<file path="src/pkg/ncd_pkg.sv">
// Package: opcodes, widths and timing constants for the nibble datapath core
`default_nettype none
package ncd_pkg;
    localparam int unsigned DATA_W    = 4;
    localparam int unsigned PAIR_W    = 8;
    localparam int unsigned TPTR_W    = 3;
    localparam int unsigned INPAGE_W  = 7;
    localparam int unsigned PAGE_W    = 4;
    localparam int unsigned PC_W      = PAGE_W + INPAGE_W;
    localparam int unsigned ROMW_W    = 9;
    localparam int unsigned ROM_MSB   = 8;
    localparam int unsigned SP_W      = 2;
    localparam int unsigned STACK_N   = 4;
    localparam logic [1:0]  SP_RESET  = 2'h3;
    localparam logic [3:0]  SLOW_DIV  = 4'h8;
    localparam logic [3:0]  FAST_DIV  = 4'h1;
    localparam logic [1:0]  INST_DIV  = 2'h3;
    localparam logic [PAGE_W-1:0] CALL_PAGE = 4'h2;

    typedef enum logic [4:0] {
        NCD_OP_NOP     = 5'h00,
        NCD_OP_ADD_IMM = 5'h01,
        NCD_OP_ADDM    = 5'h02,
        NCD_OP_ADDMC   = 5'h03,
        NCD_OP_RRC     = 5'h04,
        NCD_OP_SETC    = 5'h05,
        NCD_OP_CLRC    = 5'h06,
        NCD_OP_LD_IMM  = 5'h07,
        NCD_OP_LD_MEM  = 5'h08,
        NCD_OP_ST_MEM  = 5'h09,
        NCD_OP_A2B     = 5'h0A,
        NCD_OP_B2A     = 5'h0B,
        NCD_OP_BA2E    = 5'h0C,
        NCD_OP_E2BA    = 5'h0D,
        NCD_OP_A2TP    = 5'h0E,
        NCD_OP_TBLRD   = 5'h0F,
        NCD_OP_LBRA    = 5'h10,
        NCD_OP_LCALLA  = 5'h11,
        NCD_OP_CALL    = 5'h12,
        NCD_OP_SPCALL  = 5'h13,
        NCD_OP_RET     = 5'h14,
        NCD_OP_CLKSEL  = 5'h15,
        NCD_OP_SETURS  = 5'h16,
        NCD_OP_CMP     = 5'h17,
        NCD_OP_SETBIT  = 5'h18,
        NCD_OP_CLRBIT  = 5'h19,
        NCD_OP_BACKUP  = 5'h1A
    } ncd_op_t;

    typedef struct packed {
        ncd_op_t                   op;
        logic [DATA_W-1:0]         imm;
        logic [1:0]                bitsel;
        logic [PAGE_W-1:0]         page;
        logic [INPAGE_W-1:0]       addr;
    } ncd_instr_t;

    typedef struct packed {
        logic [DATA_W-1:0]         acc;
        logic [DATA_W-1:0]         aux;
        logic [PAIR_W-1:0]         pair;
        logic [TPTR_W-1:0]         tptr;
        logic                      carry;
        logic                      upper_bit_reference_flag;
        logic [SP_W-1:0]           sp;
    } ncd_state_t;
endpackage : ncd_pkg
`default_nettype wire

</file>
<file path="src/logic/ncd_clkgen.sv">
// Clock enable generator: system clock and instruction clock enables
`default_nettype none
module ncd_clkgen (
    // Clock and reset
    input  wire logic ref_clk_i,
    input  wire logic rst_b_i,
    // Control
    input  wire logic fast_sel_i,
    // Enables
    output logic      sys_en_o,
    output logic      inst_en_o
);
    logic [3:0] div_q;
    logic [1:0] quad_q;
    logic [3:0] ratio;

    assign ratio = fast_sel_i ? ncd_pkg::FAST_DIV : ncd_pkg::SLOW_DIV;

    // System clock enable: oscillator divided by eight, or undivided
    always_ff @(posedge ref_clk_i or negedge rst_b_i) begin
        if (!rst_b_i) begin
            div_q    <= 4'h0;
            sys_en_o <= 1'b0;
        end else if (div_q + 4'h1 >= ratio) begin
            div_q    <= 4'h0;
            sys_en_o <= 1'b1;
        end else begin
            div_q    <= div_q + 4'h1;
            sys_en_o <= 1'b0;
        end
    end

    // Instruction clock enable: one in four system clock enables
    always_ff @(posedge ref_clk_i or negedge rst_b_i) begin
        if (!rst_b_i) begin
            quad_q    <= 2'h0;
            inst_en_o <= 1'b0;
        end else begin
            inst_en_o <= 1'b0;
            if (sys_en_o) begin
                quad_q <= quad_q + 2'h1;
                inst_en_o <= (quad_q == ncd_pkg::INST_DIV);
            end
        end
    end
endmodule : ncd_clkgen
`default_nettype wire

</file>
<file path="src/logic/ncd_core.sv">
// Nibble datapath core: ALU, accumulator, carry, pair, pointer and stack
`default_nettype none
module ncd_core (
    // Clock and reset
    input  wire logic                           ref_clk_i,
    input  wire logic                           rst_b_i,
    // Instruction from decode
    input  wire ncd_pkg::ncd_instr_t            instr_i,
    input  wire logic                           instr_valid_i,
    // Data memory and program memory read data
    input  wire logic [ncd_pkg::DATA_W-1:0]     mem_rdata_i,
    input  wire logic [ncd_pkg::ROMW_W-1:0]     rom_rdata_i,
    // Memory request
    output logic [ncd_pkg::PC_W-1:0]            rom_addr_o,
    output logic                                mem_we_o,
    output logic [ncd_pkg::DATA_W-1:0]          mem_wdata_o,
    // State and timing
    output ncd_pkg::ncd_state_t                 state_o,
    output logic                                cmp_eq_o,
    output logic                                inst_en_o,
    output logic                                sys_en_o,
    output logic                                busy_o
);
    localparam int unsigned DW = ncd_pkg::DATA_W;
    localparam int unsigned IW = ncd_pkg::INPAGE_W;
    localparam int unsigned PW = ncd_pkg::PAGE_W;

    typedef enum logic [1:0] {
        NCD_ST_IDLE = 2'b00,
        NCD_ST_TBL  = 2'b01,
        NCD_ST_TRET = 2'b11
    } ncd_fsm_t;

    // ================================================================
    // Functions
    function automatic logic [DW:0] ncd_add(input logic [DW-1:0] a,
                                            input logic [DW-1:0] b,
                                            input logic          ci);
        ncd_add = {1'b0, a} + {1'b0, b} + {{DW{1'b0}}, ci};
    endfunction : ncd_add

    function automatic logic [ncd_pkg::PC_W-1:0] ncd_tbl_addr(
            input logic [PW-1:0]               page,
            input logic [ncd_pkg::TPTR_W-1:0]  tp,
            input logic [DW-1:0]               a);
        ncd_tbl_addr = {page, tp, a};
    endfunction : ncd_tbl_addr

    // ================================================================
    // Registers
    logic [DW-1:0]                 acc_q;
    logic [DW-1:0]                 aux_q;
    logic [ncd_pkg::PAIR_W-1:0]    pair_q;
    logic [ncd_pkg::TPTR_W-1:0]    tptr_q;
    logic                          carry_q;
    logic                          urs_q;
    logic                          fast_q;
    logic [ncd_pkg::SP_W-1:0]      sp_q;
    logic [ncd_pkg::PC_W-1:0]      pc_q;
    logic [ncd_pkg::PC_W-1:0]      stack_q [ncd_pkg::STACK_N];
    ncd_fsm_t                      fsm_q;
    logic                          sys_en;
    logic                          inst_en;
    logic                          exec;
    ncd_pkg::ncd_op_t              op;
    logic [DW:0]                   sum;
    logic [ncd_pkg::SP_W-1:0]      sp_next;
    logic [ncd_pkg::PC_W-1:0]      pc_inc;

    // ================================================================
    // Clock enables
    ncd_clkgen u_clkgen (
        .ref_clk_i  (ref_clk_i),
        .rst_b_i    (rst_b_i),
        .fast_sel_i (fast_q),
        .sys_en_o   (sys_en),
        .inst_en_o  (inst_en)
    );

    // One instruction per machine cycle
    assign exec    = inst_en && instr_valid_i && (fsm_q == NCD_ST_IDLE);
    assign op      = instr_i.op;
    assign sum     = ncd_add(acc_q, (op == ncd_pkg::NCD_OP_ADD_IMM) ? instr_i.imm : mem_rdata_i,
                             (op == ncd_pkg::NCD_OP_ADDMC) ? carry_q : 1'b0);
    assign sp_next = sp_q + 2'h1;
    assign pc_inc  = pc_q + 11'h001;

    // ================================================================
    // Accumulator
    always_ff @(posedge ref_clk_i or negedge rst_b_i) begin
        if (!rst_b_i) begin
            acc_q <= 4'h0;
        end else if (exec) begin
            unique case (op)
                ncd_pkg::NCD_OP_ADD_IMM,
                ncd_pkg::NCD_OP_ADDM,
                ncd_pkg::NCD_OP_ADDMC:  acc_q <= sum[DW-1:0];
                ncd_pkg::NCD_OP_RRC:    acc_q <= {carry_q, acc_q[DW-1:1]};
                ncd_pkg::NCD_OP_LD_IMM: acc_q <= instr_i.imm;
                ncd_pkg::NCD_OP_LD_MEM: acc_q <= mem_rdata_i;
                ncd_pkg::NCD_OP_B2A:    acc_q <= aux_q;
                ncd_pkg::NCD_OP_E2BA:   acc_q <= pair_q[DW-1:0];
                default:                acc_q <= acc_q;
            endcase
        end
    end

    // ================================================================
    // Carry flag
    always_ff @(posedge ref_clk_i or negedge rst_b_i) begin
        if (!rst_b_i) begin
            carry_q <= 1'b0;
        end else if (exec) begin
            unique case (op)
                ncd_pkg::NCD_OP_ADDMC: carry_q <= sum[DW];
                ncd_pkg::NCD_OP_RRC:   carry_q <= acc_q[0];
                ncd_pkg::NCD_OP_SETC:  carry_q <= 1'b1;
                ncd_pkg::NCD_OP_CLRC:  carry_q <= 1'b0;
                default:               carry_q <= carry_q;
            endcase
        end else if (inst_en && fsm_q == NCD_ST_TBL && urs_q) begin
            carry_q <= rom_rdata_i[ncd_pkg::ROM_MSB];
        end
    end

    // ================================================================
    // Auxiliary, pair and table pointer registers
    always_ff @(posedge ref_clk_i or negedge rst_b_i) begin
        if (!rst_b_i) begin
            aux_q  <= 4'h0;
            pair_q <= 8'h00;
            tptr_q <= 3'h0;
        end else if (exec) begin
            if (op == ncd_pkg::NCD_OP_A2B) begin
                aux_q <= acc_q;
            end
            if (op == ncd_pkg::NCD_OP_E2BA) begin
                aux_q <= pair_q[ncd_pkg::PAIR_W-1:DW];
            end
            if (op == ncd_pkg::NCD_OP_BA2E) begin
                pair_q <= {aux_q, acc_q};
            end
            if (op == ncd_pkg::NCD_OP_A2TP) begin
                tptr_q <= acc_q[ncd_pkg::TPTR_W-1:0];
            end
        end else if (inst_en && fsm_q == NCD_ST_TBL) begin
            pair_q <= rom_rdata_i[ncd_pkg::PAIR_W-1:0];
        end
    end

    // ================================================================
    // Upper-bit flag and clock select; only reset or backup clears them
    always_ff @(posedge ref_clk_i or negedge rst_b_i) begin
        if (!rst_b_i) begin
            urs_q  <= 1'b0;
            fast_q <= 1'b0;
        end else if (exec && op == ncd_pkg::NCD_OP_BACKUP) begin
            urs_q  <= 1'b0;
            fast_q <= 1'b0;
        end else if (exec && op == ncd_pkg::NCD_OP_SETURS) begin
            urs_q <= 1'b1;
        end else if (exec && op == ncd_pkg::NCD_OP_CLKSEL) begin
            fast_q <= 1'b1;
        end
    end

    // ================================================================
    // Program counter, stack and table read sequence
    always_ff @(posedge ref_clk_i or negedge rst_b_i) begin
        if (!rst_b_i) begin
            pc_q  <= 11'h000;
            sp_q  <= ncd_pkg::SP_RESET;
            fsm_q <= NCD_ST_IDLE;
            for (int i = 0; i < ncd_pkg::STACK_N; i++) begin
                stack_q[i] <= 11'h000;
            end
        end else if (inst_en) begin
            unique case (fsm_q)
                NCD_ST_IDLE: begin
                    if (instr_valid_i) begin
                        pc_q <= pc_inc;
                        unique case (op)
                            ncd_pkg::NCD_OP_TBLRD: begin
                                sp_q          <= sp_next;
                                stack_q[sp_next] <= pc_inc;
                                pc_q          <= ncd_tbl_addr(instr_i.page, tptr_q, acc_q);
                                fsm_q         <= NCD_ST_TBL;
                            end
                            ncd_pkg::NCD_OP_LBRA: begin
                                pc_q <= ncd_tbl_addr(instr_i.page, tptr_q, acc_q);
                            end
                            ncd_pkg::NCD_OP_LCALLA: begin
                                sp_q             <= sp_next;
                                stack_q[sp_next] <= pc_inc;
                                pc_q <= ncd_tbl_addr(instr_i.page, tptr_q, acc_q);
                            end
                            ncd_pkg::NCD_OP_CALL: begin
                                sp_q             <= sp_next;
                                stack_q[sp_next] <= pc_inc;
                                pc_q             <= {instr_i.page, instr_i.addr};
                            end
                            ncd_pkg::NCD_OP_SPCALL: begin
                                sp_q             <= sp_next;
                                stack_q[sp_next] <= pc_inc;
                                pc_q             <= {ncd_pkg::CALL_PAGE, instr_i.addr};
                            end
                            ncd_pkg::NCD_OP_RET: begin
                                pc_q <= stack_q[sp_q];
                                sp_q <= sp_q - 2'h1;
                            end
                            ncd_pkg::NCD_OP_BACKUP: begin
                                sp_q <= ncd_pkg::SP_RESET;
                            end
                            default: begin
                                pc_q <= pc_inc;
                            end
                        endcase
                    end
                end
                NCD_ST_TBL: begin
                    fsm_q <= NCD_ST_TRET;
                end
                NCD_ST_TRET: begin
                    pc_q  <= stack_q[sp_q];
                    sp_q  <= sp_q - 2'h1;
                    fsm_q <= NCD_ST_IDLE;
                end
                default: begin
                    fsm_q <= NCD_ST_IDLE;
                end
            endcase
        end
    end

    // ================================================================
    // Outputs
    always_ff @(posedge ref_clk_i or negedge rst_b_i) begin
        if (!rst_b_i) begin
            mem_we_o    <= 1'b0;
            mem_wdata_o <= 4'h0;
            cmp_eq_o    <= 1'b0;
        end else begin
            mem_we_o <= 1'b0;
            if (exec) begin
                unique case (op)
                    ncd_pkg::NCD_OP_ST_MEM: begin
                        mem_we_o    <= 1'b1;
                        mem_wdata_o <= acc_q;
                    end
                    ncd_pkg::NCD_OP_SETBIT: begin
                        mem_we_o    <= 1'b1;
                        mem_wdata_o <= mem_rdata_i | (4'h1 << instr_i.bitsel);
                    end
                    ncd_pkg::NCD_OP_CLRBIT: begin
                        mem_we_o    <= 1'b1;
                        mem_wdata_o <= mem_rdata_i & ~(4'h1 << instr_i.bitsel);
                    end
                    ncd_pkg::NCD_OP_CMP: cmp_eq_o <= (acc_q == mem_rdata_i);
                    default: mem_wdata_o <= mem_wdata_o;
                endcase
            end
        end
    end

    always_ff @(posedge ref_clk_i or negedge rst_b_i) begin
        if (!rst_b_i) begin
            rom_addr_o <= 11'h000;
            state_o    <= '0;
            inst_en_o  <= 1'b0;
            sys_en_o   <= 1'b0;
            busy_o     <= 1'b0;
        end else begin
            rom_addr_o <= pc_q;
            state_o    <= '{acc: acc_q, aux: aux_q, pair: pair_q, tptr: tptr_q,
                            carry: carry_q, upper_bit_reference_flag: urs_q, sp: sp_q};
            inst_en_o  <= inst_en;
            sys_en_o   <= sys_en;
            busy_o     <= (fsm_q != NCD_ST_IDLE);
        end
    end

    // ================================================================
    // Assertions
    property p_addc_carry;
        @(posedge ref_clk_i) disable iff (!rst_b_i)
        exec && op == ncd_pkg::NCD_OP_ADDMC |=> carry_q == $past(sum[DW]);
    endproperty
    a_addc_carry: assert property (p_addc_carry) else $error("carry wrong after add with carry");

    property p_add_keep;
        @(posedge ref_clk_i) disable iff (!rst_b_i)
        exec && (op == ncd_pkg::NCD_OP_ADDM || op == ncd_pkg::NCD_OP_ADD_IMM) |=> $stable(carry_q);
    endproperty
    a_add_keep: assert property (p_add_keep) else $error("plain add changed carry");

    property p_rrc;
        @(posedge ref_clk_i) disable iff (!rst_b_i)
        exec && op == ncd_pkg::NCD_OP_RRC |=> carry_q == $past(acc_q[0]);
    endproperty
    a_rrc: assert property (p_rrc) else $error("rotate did not load carry");

    property p_setc;
        @(posedge ref_clk_i) disable iff (!rst_b_i)
        exec && op == ncd_pkg::NCD_OP_SETC |=> carry_q;
    endproperty
    a_setc: assert property (p_setc) else $error("set carry failed");

    property p_pair;
        @(posedge ref_clk_i) disable iff (!rst_b_i)
        exec && op == ncd_pkg::NCD_OP_BA2E |=> pair_q == {$past(aux_q), $past(acc_q)};
    endproperty
    a_pair: assert property (p_pair) else $error("pair load wrong");

    property p_call_sp;
        @(posedge ref_clk_i) disable iff (!rst_b_i)
        exec && op == ncd_pkg::NCD_OP_CALL |=> sp_q == $past(sp_q) + 2'h1;
    endproperty
    a_call_sp: assert property (p_call_sp) else $error("call did not advance pointer");

    property p_urs_sticky;
        @(posedge ref_clk_i) disable iff (!rst_b_i)
        urs_q && !(exec && op == ncd_pkg::NCD_OP_BACKUP) |=> urs_q;
    endproperty
    a_urs_sticky: assert property (p_urs_sticky) else $error("upper-bit flag cleared");

    property p_tbl_addr;
        @(posedge ref_clk_i) disable iff (!rst_b_i)
        exec && op == ncd_pkg::NCD_OP_TBLRD
        |=> pc_q[IW-1:0] == {$past(tptr_q), $past(acc_q)} && fsm_q == NCD_ST_TBL;
    endproperty
    a_tbl_addr: assert property (p_tbl_addr) else $error("table address wrong");

    c_tblrd: cover property (@(posedge ref_clk_i) disable iff (!rst_b_i)
        exec && op == ncd_pkg::NCD_OP_TBLRD && urs_q);
    c_addc: cover property (@(posedge ref_clk_i) disable iff (!rst_b_i)
        exec && op == ncd_pkg::NCD_OP_ADDMC && sum[DW]);
    c_wrap: cover property (@(posedge ref_clk_i) disable iff (!rst_b_i)
        exec && op == ncd_pkg::NCD_OP_CALL && sp_q == 2'h3);
endmodule : ncd_core
`default_nettype wire

</file>
<file path="config.mk">
export PLATFORM = sky130hd
export DESIGN_NAME = ncd_core
export DESIGN_NICKNAME = d
export VERILOG_FILES = /design/src/pkg/ncd_pkg.sv /design/src/logic/ncd_clkgen.sv /design/src/logic/ncd_core.sv
export SDC_FILE = /design/constraint.sdc
export NUM_CORES = 1
export LEC_CHECK = 0
export BUFFER_PORTS_ARGS = -buffer_cell sky130_fd_sc_hd__buf_2
export CORE_MARGIN = 4
export CORE_UTILIZATION = 54
export DETAILED_ROUTE_END_ITERATION = 8
export PLACE_DENSITY = 0.75
export SLEW_MARGIN = 20
export SYNTH_ARGS = -nofsm -noshare
export SYNTH_HDL_FRONTEND = slang
export SYNTH_SLANG_ARGS = --single-unit
</file>
<file path="constraint.sdc">
create_clock -name ref_clk_i -period 2.24 [get_ports ref_clk_i]
set_input_delay 0.112 -clock ref_clk_i [delete_from_list [all_inputs] [get_ports ref_clk_i]]
set_output_delay 0.112 -clock ref_clk_i [all_outputs]
set_load 0.02 [all_outputs]
</file>
==> Word-level counts from Yosys, hierarchy flattened <==
Cells that the tools add are included.
{ "classes": {"eq_ne": 36, "mux": 38, "n_lt_le_gt_ge": 4, "n_addsub": 7, "reduce_logical": 34, "n_bitwise": 5, "n_shift": 1} }
{ "op_table": {"columns": ["op", "n"], "rows": [
  ["5-bit equality test (second input constant)", 11],
  ["44-bit bitwise mux", 1],
  ["11-bit 2-to-1 mux", 4],
  ["11-bit one-hot mux with 4 select lines", 1],
  ["5-bit by 4-bit equality test with 1-bit output (second input constant)", 8],
  ["8-bit 2-to-1 mux", 3],
  ["4-bit one-hot mux with 6 select lines", 1],
  ["11-bit binary-select mux with 2-bit select", 1],
  ["11-bit demux with 2-bit select", 1],
  ["11-bit one-hot mux with 2 select lines", 1],
  ["5-bit by 3-bit equality test with 1-bit output (second input constant)", 4],
  ["4-bit 2-to-1 mux", 5],
  ["2-bit AND reduction", 8],
  ["2-bit nonzero test", 7],
  ["1-bit 2-to-1 mux", 12],
  ["4-bit one-hot mux with 3 select lines", 1],
  ["11-bit by 1-bit adder with 11-bit output (second input constant)", 1],
  ["5-bit by 2-bit equality test with 1-bit output (second input constant)", 2],
  ["3-bit OR reduction", 3],
  ["1-bit logical AND", 8],
  ["2-bit one-hot mux with 2 select lines", 2],
  ["4-bit AND reduction", 2],
  ["3-bit greater-or-equal comparator (second input constant)", 2],
  ["2-bit 2-to-1 mux", 3],
  ["other kinds (27)", 33]
]} }
{ "word_totals": {"wordCells": 157, "reg_bits": 132, "out_inout_bits": 43} }

==> Logic depth before layout (Yosys ltp) <==
Gate-level depths: netlist of the first run.
{ "logic_depth": {"depth_word": 7, "mapped_depth": 12, "mapped_depth_nobuf": 11} }

==> Hierarchy <==
Synthesis of the first run repeated with hierarchy kept, for this count alone.
{ "hier_totals": {"cells_unflattened": 599, "hier_area_um2": 6389.9} }
{ "modules_own_cells": {"columns": ["mod", "instances", "cells_per_inst", "area_per_inst_um2"], "rows": [
  ["ncd_core", 1, 573, 6044.5],
  ["ncd_clkgen", 1, 26, 345.3]
]} }

==> Least setup slack after synthesis of the first run <==
Ideal clock, no wire load.
{ "synth_path": {"path_type": "input to register", "startpoint": "in instr_i[20] (netlist name)", "endpoint": "reg carry_q", "setup_time_ps": 132, "t_arrival_ps": 2403, "slack_ps": -295, "path_stages": 12, "path_cell_list": "buf_2 -> or4_1 -> clkbuf_1 -> mux2_2 -> fa_1 -> inv_1 -> fa_1 -> inv_1 -> a21o_1 -> a221o_1 -> nand3_1 -> o21ai_0"} }
{ "synth_between": {"elab_chain_len": 6, "word_cells_on_any_way": 13, "classes_between": "add/sub (2); eq/ne (6); mux (4); reduce/logical (1)"} }
{ "synth_lines": {"columns": ["item", "line_no", "source"], "rows": [
  ["from (decl)", "ncd_core.sv:8", "input wire ncd_pkg::ncd_instr_t instr_i,"],
  ["5-bit by 1-bit equality test with 1-bit output", "ncd_core.sv:83", "assign sum = ncd_add(acc_q, (op == ncd_pkg::NCD_OP_ADD_IMM) ? instr_i.imm : mem_rdata_i,"],
  ["4-bit 2-to-1 mux", "ncd_core.sv:83", null],
  ["4-bit by 4-bit adder with 5-bit output", "ncd_core.sv:39", "ncd_add = {1'b0, a} + {1'b0, b} + {{DW{1'b0}}, ci};"],
  ["5-bit by 1-bit adder with 5-bit output", "ncd_core.sv:39", null],
  ["1-bit one-hot mux with 4 select lines", "ncd_core.sv:114", "unique case (op)"],
  ["1-bit 2-to-1 mux", "ncd_core.sv:113", "end else if (exec) begin"],
  ["to (signal assigned)", "ncd_core.sv:115", "ncd_pkg::NCD_OP_ADDMC: carry_q <= sum[DW];"],
  ["to (signal assigned)", "ncd_core.sv:116", "ncd_pkg::NCD_OP_RRC: carry_q <= acc_q[0];"],
  ["to (signal assigned)", "ncd_core.sv:119", "default: carry_q <= carry_q;"],
  ["to (decl)", "ncd_core.sv:55", "logic carry_q;"]
]} }
Parallel ways exist; a longest one is shown, timed or not.
A chain may end at the register's enable or synchronous reset.

==> Final worst setup path of the first run <==
{ "layout_path": {"startpoint": "in instr_i[18] (netlist name)", "endpoint": "reg carry_q"} }
Same word-level chain as after synthesis.

==> results.json, run 1 <==
{
  "synth_ff_type": "dfrtp_1",
  "synth_area_leaders": "dfrtp_1 51%, o21ai_0 5.2%, nand2_1 4.7%",
  "drive_gt1_frac": 0.278,
  "synth_top_area_frac": 0.513,
  "antenna_found_initial": 0,
  "cts_hold_buf": 2,
  "die_height_um": 116,
  "ys_async_sr_fraction": 1.00,
  "cts_setup_buffers": 0,
  "insertion_delay_ns": 0.41,
  "synth_edf_count": 0,
  "cp_common_cell": "fa_2",
  "maxCapViolCount": 0,
  "finalHoldViolCount": 0,
  "n_antenna_cell": 0,
  "io_pins": 81,
  "critPathSlowestCell": "or4_1",
  "syn-cell-area_mm2": 0.00635,
  "grt_pass1_vias": 4885,
  "ys_seq_area_frac": 0.521,
  "fin_skew_ns": 0.00928,
  "grt_pass1_wl_mm": 25.4,
  "peakVddDrop_v": 0.000558,
  "max_stage_delay_ns": 0.47,
  "dr.pass1.iters": 7,
  "vias": 5022,
  "fmax_mhz": 463,
  "worstMarginPinSlew_ns": 0.631,
  "row_count": 39,
  "area_delta_synth_final_pct": 21.8,
  "dp_hpwl_mm": 11.1,
  "yosys.area.top_type": "dfrtp_1",
  "gp_congestion": 0.897,
  "slew_headroom": 0.579,
  "whs_ns": 0.00591,
  "syn_inst": 582,
  "core_mm2": 0.0115,
  "critPathArrivalTime_ns": 2.43,
  "period_minus_slack_ns": 2.16,
  "critPathLaunchType": "input pin",
  "finalSetupViolations": 0,
  "post-synth-top-count-cell": "dfrtp_1",
  "cts_buffer_depth": 2,
  "yosys_warnings": 0,
  "cp_max_fo": 2,
  "synthTopCellsByCount": "130 x dfrtp_1, 79 x nand2_1, 66 x o21ai_0",
  "nFillCells": 790,
  "holdCritPathClass": "input pin to register",
  "crit_chain": "buf_2, nand2b_1, or4_1, mux2_4, fa_2, inv_2, fa_2, inv_1, a21o_1, a221o_1, nand3_1, o21ai_0",
  "dpl.cell_count": 809,
  "nNetsFinal": 739,
  "grt_setup_unrepaired": "no",
  "ys_ff_latch": 132,
  "vias_per_cell": 5.96,
  "wirelength_mm": 15.7,
  "utilization": 0.674,
  "cts-root-buf": "clkbuf_16",
  "cp-end-kind": "register",
  "cts_tree": "built",
  "final_cells": 842,
  "htreeDepth": 4,
  "p_per_area_mw_per_mm2": 824,
  "drt_iter0_markers": 465,
  "drv_slew": 0,
  "path_clk_slew_ns": 0.06,
  "post-route-period-util": 0.964,
  "dieArea_mm2": 0.0136,
  "clock-sinks": 132,
  "leakagePower_nw": 3.68,
  "required_ns": 2.52,
  "syn_avg_cell_area_um2": 10.9,
  "port_buffers": 80,
  "cts_buffers": 17,
  "fin_setup_tns_ns": 0,
  "die_w_um": 116,
  "crit_type": "input pin to register",
  "cts_resized": 0,
  "grt_usage": 0.244,
  "grt_max_degree": 49,
  "synth_nets": 634,
  "ys_types": 62,
  "wl_per_cell_um": 18.6,
  "postRouteAntennaNets": 0,
  "grt_overflow": 0,
  "start_util": 0.554,
  "status": "completed",
  "drc": 0
}
kinds of logic (layout without fill, tap and decap cells):
logic type / Yosys count / count (layout) / synth area share
xor+xnor: 20 / 20 / 0.0276
buf+inv: 45 / 162 / 0.0319
flops: 132 / 132 / 0.521
fa+ha+maj: 14 / 14 / 0.0300
mux: 41 / 41 / 0.0895
simple gates: 184 / 184 / 0.142
compound gates: 146 / 146 / 0.158
final cells by class:
class	count	area [µm²]	share of cell area
tap	143	179	0.0231
clock inverter	14	175	0.0227
timing repair buffer	120	733	0.0948
multi-input combinational	405	2870	0.371
sequential	132	3310	0.428
inverter	11	41.3	0.00534
clock buffer	17	425	0.0550
per-layer routing:
| layer | GRT usage | vias up | part of all wire |
|---|---|---|---|
| met1 | 0.348 | 2521 | 0.44 |
| met3 | 0.0404 | 39 | 0.059 |
| met4 | 0.0913 | 0 | 0.022 |
| met2 | 0.378 | 164 | 0.47 |
| li1 | - | 2298 | - |
| met5 | 0 | - | 0 |
registers in the layout, indices dropped and copies added, names as in the netlist, 2 cells and up:
signal and cells:
stack_q 44, state_o 23, pc_q 11, rom_addr_o 11
pair_q 8, acc_q 4, aux_q 4, mem_wdata_o 4
u_clkgen.div_q 4, tptr_q 3, fsm_q 2, sp_q 2
u_clkgen.quad_q 2
critical path: cells and delay by family:
family | cells | cell delay, ns
AOI/OAI and AO/OA | 3 | 0.52
muxes | 1 | 0.34
buffers and inverters | 3 | 0.21
and+or+nand+nor | 3 | 0.68
adders and majority gates | 2 | 0.56
stage by stage:
step | area, µm² | power (mW) | setup WS (ns)
final | 7730 | 6.37 | 0.0810
after global routing | 7730 | 6.63 | 0.0264
after CTS | 7730 | 6.40 | 0.0976
after detailed placement | 7110 | 3.59 | -0.308
after global placement | 7110 | 3.55 | -0.257
after floorplan | 6380 | 3.25 | -0.229
final timing paths:
kind	startpoint	slack (ns)	endpoint	cells past startpoint
worst min register to register	tptr_q[1]	0.40	state_o[5]	0
min in group asynchronous	rst_b_i	0.26	state_o[21]	2
worst min-delay path	rom_rdata_i[2]	0.006	pair_q[2]	3
worst max-delay path	instr_i[18]	0.08	carry_q	12
worst max register to register	carry_q	0.13	acc_q[2]	8
max in group asynchronous	rst_b_i	1.25	sp_q[0]	3
power by group:
group	internal, mW	switching, mW	total (mW)
Combinational	0.378	0.478	0.856
Clock	1.76	1.06	2.82
Sequential	2.54	0.151	2.69
cells in the final DEF (no fill, tap or decap), drive strengths merged, types with 10 or more instances in the layout:
| cell | Yosys | layout |
|---|---|---|
| mux2 | 13 | 13 |
| dfrtp | 130 | 130 |
| nand2 | 79 | 79 |
| nor2 | 42 | 42 |
| inv | 11 | 16 |
| o211ai | 10 | 10 |
| clkbuf | 17 | 17 |
| nor2b | 10 | 10 |
| nand3 | 19 | 19 |
| mux2i | 17 | 17 |
| xnor2 | 17 | 17 |
| o21ai | 66 | 66 |
| mux4 | 11 | 11 |
| buf | 17 | 118 |
| ha | 12 | 12 |
| a22o | 10 | 10 |
Power figures use the tool's default switching activity.
==> run 2: changes to the inputs <==
--- a/config.mk
+++ b/config.mk
@@ -9,7 +9,7 @@
 export CORE_MARGIN = 4
 export CORE_UTILIZATION = 54
 export DETAILED_ROUTE_END_ITERATION = 8
-export PLACE_DENSITY = 0.75
+export PLACE_DENSITY = 0.84
 export SLEW_MARGIN = 20
 export SYNTH_ARGS = -nofsm -noshare
 export SYNTH_HDL_FRONTEND = slang
==> results.json, run 2 (synthesized netlist as in run 1, its figures left out) <==
{
  "path_clk_slew_ns": 0.06,
  "critPathLaunchType": "input pin",
  "p_per_area_mw_per_mm2": 819,
  "dpl.cell_count": 803,
  "combPwrFrac": 0.141,
  "insertion_delay_ns": 0.43,
  "n_antenna_cell": 0,
  "drc": 0,
  "critPathTopFamily": "simple AND/OR/NAND/NOR gates",
  "utilization": 0.672,
  "drive_gt1_frac": 0.277,
  "max_stage_delay_ns": 0.47,
  "grt_overflow": 0,
  "internal_power_mw": 4.60,
  "wirelength_mm": 16.3,
  "fin_setup_tns_ns": 0,
  "nFillCells": 828,
  "die_height_um": 116,
  "cp-end-kind": "register",
  "peakVddDrop_v": 0.000614,
  "seq_power_share": 0.427,
  "final_cells": 841,
  "grt_usage": 0.256,
  "cp_common_cell": "fa_2",
  "swShare": 0.271,
  "wl_per_cell_um": 19.4,
  "clockPowerShare": 0.433,
  "period_minus_slack_ns": 2.13,
  "area_delta_synth_final_pct": 21.5,
  "postRouteAntennaNets": 0,
  "grt_pass1_wl_mm": 26.4,
  "worstMarginPinSlew_ns": 0.741,
  "leakagePower_nw": 3.67,
  "post-route-period-util": 0.952,
  "port_buffers": 80,
  "register_area_mm2": 0.00331,
  "reg2reg_slack_ns": 0.15,
  "core_mm2": 0.0115,
  "dp_hpwl_mm": 11.3,
  "gp_congestion": 0.923,
  "grt_pass1_vias": 5171,
  "row_count": 39,
  "finalHoldViolCount": 0,
  "clock-sinks": 132,
  "largest-register": "stack_q",
  "cts-root-buf": "clkbuf_16",
  "cts_tree": "built",
  "cts_buffers": 17,
  "path_buf_inv": 3,
  "cts_buffer_depth": 2,
  "critPathArrivalTime_ns": 2.44,
  "largest_reg_flops": 44,
  "critPathSlowestCell": "or4_1",
  "cp_max_fo": 2,
  "grt_setup_unrepaired": "no",
  "slew_headroom": 0.505,
  "crit_chain": "buf_2, nand2b_1, or4_1, mux2_4, fa_2, inv_2, fa_2, inv_1, a21o_1, a221o_1, nand3_1, o21ai_0",
  "die_w_um": 116,
  "finalSetupViolations": 0,
  "dieArea_mm2": 0.0136,
  "io_pins": 81,
  "drt_iter0_markers": 562,
  "drv_slew": 0,
  "fmax_mhz": 469,
  "dr.pass1.iters": 5,
  "fin_skew_ns": 0.00701,
  "top_regs": "stack_q x44, state_o x23",
  "htreeDepth": 4,
  "holdCritPathClass": "input pin to register",
  "grt_max_degree": 133,
  "final_cell_mix": "130 x dfrtp_1, 79 x nand2_1, 79 x buf_2, 66 x o21ai_0, 37 x nor2_1",
  "required_ns": 2.55,
  "multi_input_area_mm2": 0.00288,
  "antenna_found_initial": 0,
  "dpl_cell_area_mm2": 0.00707,
  "final_area_mm2": 0.00771,
  "maxCapViolCount": 0,
  "vias": 5139,
  "vias_per_cell": 6.11,
  "nNetsFinal": 737,
  "crit_type": "input pin to register",
  "fin_total_pwr_mw": 6.32,
  "switchingPower_mw": 1.72,
  "start_util": 0.554,
  "layout.cells.most_common": "dfrtp_1",
  "status": "completed"
}
run 2: cell count changes in the layout (fill, tap and decap cells not counted):
cell,before,now
bufinv_16,3,2
buf_4,37,34
nor4b_1,1,0
clkinv_2,2,4
clkinvlp_4,3,2
clkbuf_8,0,1
dlygate4sd3_1,2,3
nor4b_2,0,1
run 2: final timing paths:
check,start,endpoint,cells past startpoint
setup / recovery,instr_i[18],carry_q,12
min in group asynchronous,rst_b_i,state_o[21],3
setup reg to reg,sp_q[0],pc_q[10],5
hold / removal,rom_rdata_i[8],carry_q,3
max in group asynchronous,rst_b_i,pc_q[7],3
hold reg to reg,pair_q[6],state_o[13],0
run 2: worst min-delay path, cell delays in order:
cell and delay [ns]:
buf_2 0.09, mux2i_1 0.06, o21ai_0 0.13
run 2: cell type report:
class,instances,area share
clock buffers,18,0.0570
clock inverters,14,0.0191
inverters,11,0.00535
multi-input cells,405,0.373
flip-flops and latches,132,0.429
well taps,143,0.0232
repair buffers,118,0.0935
run 2: layer usage:
metal	vias up	wire, µm	GRT usage
li1	2301	-	-
met2	227	8200	0.423
met4	0	384	0.0951
met3	43	1210	0.0715
met5	-	0	0
met1	2568	6490	0.322
run 2: metrics by stage:
step / setup WS, ns / hold slack, ns
3_5_place_dp: -0.297 / 0.275
3_3_place_gp: -0.286 / 0.263
4_1_cts: 0.0711 / 0.00000655
2_1_floorplan: -0.229 / -0.184
6_report: 0.108 / 0.00622
5_1_grt: 0.0292 / 0.0104
run 2: power by group through the flow:
stage / Combinational (mW) / Clock, mW / Sequential (mW)
CTS: 0.888 / 2.77 / 2.69
global route: 0.984 / 2.87 / 2.72
detailed placement: 0.873 / 0 / 2.73
floorplan: 0.521 / 0 / 2.73
global placement: 0.821 / 0 / 2.72
finish: 0.888 / 2.74 / 2.70
run 2: what timing repair did:
action,CTS,global route
endpoints found under the hold margin,132,0
setup endpoints to repair,0,3
buffers inserted,0,3
hold buffers,3,0
gates resized for setup,0,1
==> run 3: changes to the inputs <==
--- a/config.mk
+++ b/config.mk
@@ -10,7 +10,9 @@
 export CORE_UTILIZATION = 54
 export DETAILED_ROUTE_END_ITERATION = 8
 export PLACE_DENSITY = 0.84
+export REMOVE_ABC_BUFFERS = 1
 export SLEW_MARGIN = 20
 export SYNTH_ARGS = -nofsm -noshare
 export SYNTH_HDL_FRONTEND = slang
 export SYNTH_SLANG_ARGS = --single-unit
+export TNS_END_PERCENT = 30
==> results.json, run 3 (synthesized netlist as in run 1, its figures left out) <==
{
  "leakagePower_nw": 3.72,
  "path_clk_slew_ns": 0.06,
  "dieArea_mm2": 0.0136,
  "port_buffers": 80,
  "fin_setup_tns_ns": 0,
  "top_regs": "stack_q x44, state_o x23",
  "nNetsFinal": 749,
  "required_ns": 2.56,
  "largest_reg_flops": 44,
  "drv_slew": 0,
  "internal_power_mw": 4.62,
  "switchingPower_mw": 1.75,
  "cp-end-kind": "register",
  "clockPowerShare": 0.436,
  "seq_power_share": 0.422,
  "post-route-period-util": 0.933,
  "drive_gt1_frac": 0.277,
  "core_mm2": 0.0115,
  "register_area_mm2": 0.00331,
  "die_height_um": 116,
  "grt_setup_unrepaired": "no",
  "period_minus_slack_ns": 2.09,
  "grt_pass1_vias": 5047,
  "crit_type": "register to register",
  "nFillCells": 806,
  "multi_input_area_mm2": 0.00287,
  "cp_max_fo": 10,
  "holdCritPathClass": "input pin to register",
  "drt_iter0_markers": 501,
  "fmax_mhz": 479,
  "area_delta_synth_final_pct": 23.1,
  "layout.cells.most_common": "dfrtp_1",
  "grt_overflow": 0,
  "peakVddDrop_v": 0.000871,
  "status": "completed",
  "cts_buffers": 17,
  "wl_per_cell_um": 20.0,
  "finalHoldViolCount": 0,
  "n_antenna_cell": 0,
  "vias_per_cell": 5.95,
  "postRouteAntennaNets": 0,
  "io_pins": 81,
  "drc": 0,
  "swShare": 0.274,
  "htreeDepth": 4,
  "vias": 5077,
  "largest-register": "stack_q",
  "p_per_area_mw_per_mm2": 815,
  "grt_pass1_wl_mm": 26.8,
  "antenna_found_initial": 0,
  "worstMarginPinSlew_ns": 0.715,
  "cts-root-buf": "clkbuf_16",
  "start_util": 0.554,
  "insertion_delay_ns": 0.43,
  "grt_max_degree": 49,
  "utilization": 0.682,
  "critPathArrivalTime_ns": 2.41,
  "dp_hpwl_mm": 12.0,
  "cts_tree": "built",
  "gp_congestion": 0.890,
  "wirelength_mm": 17.0,
  "cts_buffer_depth": 2,
  "dr.pass1.iters": 6,
  "clock-sinks": 132,
  "row_count": 39,
  "combPwrFrac": 0.143,
  "final_cell_mix": "130 x dfrtp_1, 79 x nand2_1, 79 x buf_2, 66 x o21ai_0, 41 x buf_4",
  "fin_skew_ns": 0.00735,
  "grt_usage": 0.263,
  "maxCapViolCount": 0,
  "critPathLaunchType": "register",
  "die_w_um": 116,
  "slew_headroom": 0.523,
  "finalSetupViolations": 0
}
[run 3: path summary, 6_finish.rpt]
| check | depth (start not counted) | slack (ns) | from | to |
|---|---|---|---|---|
| setup / recovery | 4 | 0.15 | sp_q[0] | pc_q[5] |
| hold reg to reg | 0 | 0.40 | pair_q[6] | state_o[13] |
| hold / removal | 3 | 0.003 | rom_rdata_i[1] | pair_q[1] |
| max in group asynchronous | 3 | 1.29 | rst_b_i | rom_addr_o[3] |
| min in group asynchronous | 2 | 0.27 | rst_b_i | pair_q[2] |
| setup reg to reg | 4 | 0.15 | sp_q[0] | pc_q[5] |
[run 3: area by class of cell]
type,instances,share of cell area
Clock buffer,19,0.0567
Clock inverter,13,0.0192
Inverter,11,0.00528
Multi-Input combinational cell,405,0.367
Sequential cell,132,0.423
Tap cell,143,0.0229
Timing Repair Buffer,130,0.105
[run 3: layer usage]
layer	routed length (µm)	up-vias	GRT usage
met2	8450	185	0.419
met3	1080	36	0.0596
met1	7110	2537	0.351
li1	-	2319	-
met5	0	-	0
met4	383	0	0.105
[run 3: critical path: stages, from the launching register on]
cell	delay, ns
dfstp_4	0.73
mux4_2	0.57
a221oi_1	0.31
o211ai_1	0.16
a22o_1	0.20
[run 3: repair_timing]
| item | 4_1_cts | 5_1_grt |
|---|---|---|
| hold endpoints to repair | 52 | 0 |
| setup buffers | 0 | 0 |
| hold buffers | 8 | 0 |
| setup endpoints to repair | 0 | 3 |
| gates resized for setup | 0 | 5 |
[run 3: per-stage QoR]
stage	power, mW	hold WS (ns)	std cells	worst slack, ns	area (µm²)
6_report	6.37	0.00254	853	0.151	7820
5_1_grt	6.63	0.0294	853	0.0164	7820
4_1_cts	6.41	0.00378	853	0.00801	7800
3_5_place_dp	3.61	0.176	813	-0.359	7120
3_3_place_gp	3.57	0.165	813	-0.311	7120
2_1_floorplan	3.21	-0.184	548	-1.78	6190
[run 3: power groups by stage]
stage / clock network [mW] / registers, mW / logic, mW
detailed placement: 0 / 2.72 / 0.888
floorplan: 0 / 2.76 / 0.454
global placement: 0 / 2.72 / 0.849
finish: 2.77 / 2.69 / 0.908
CTS: 2.81 / 2.69 / 0.914
global route: 2.93 / 2.70 / 1.00
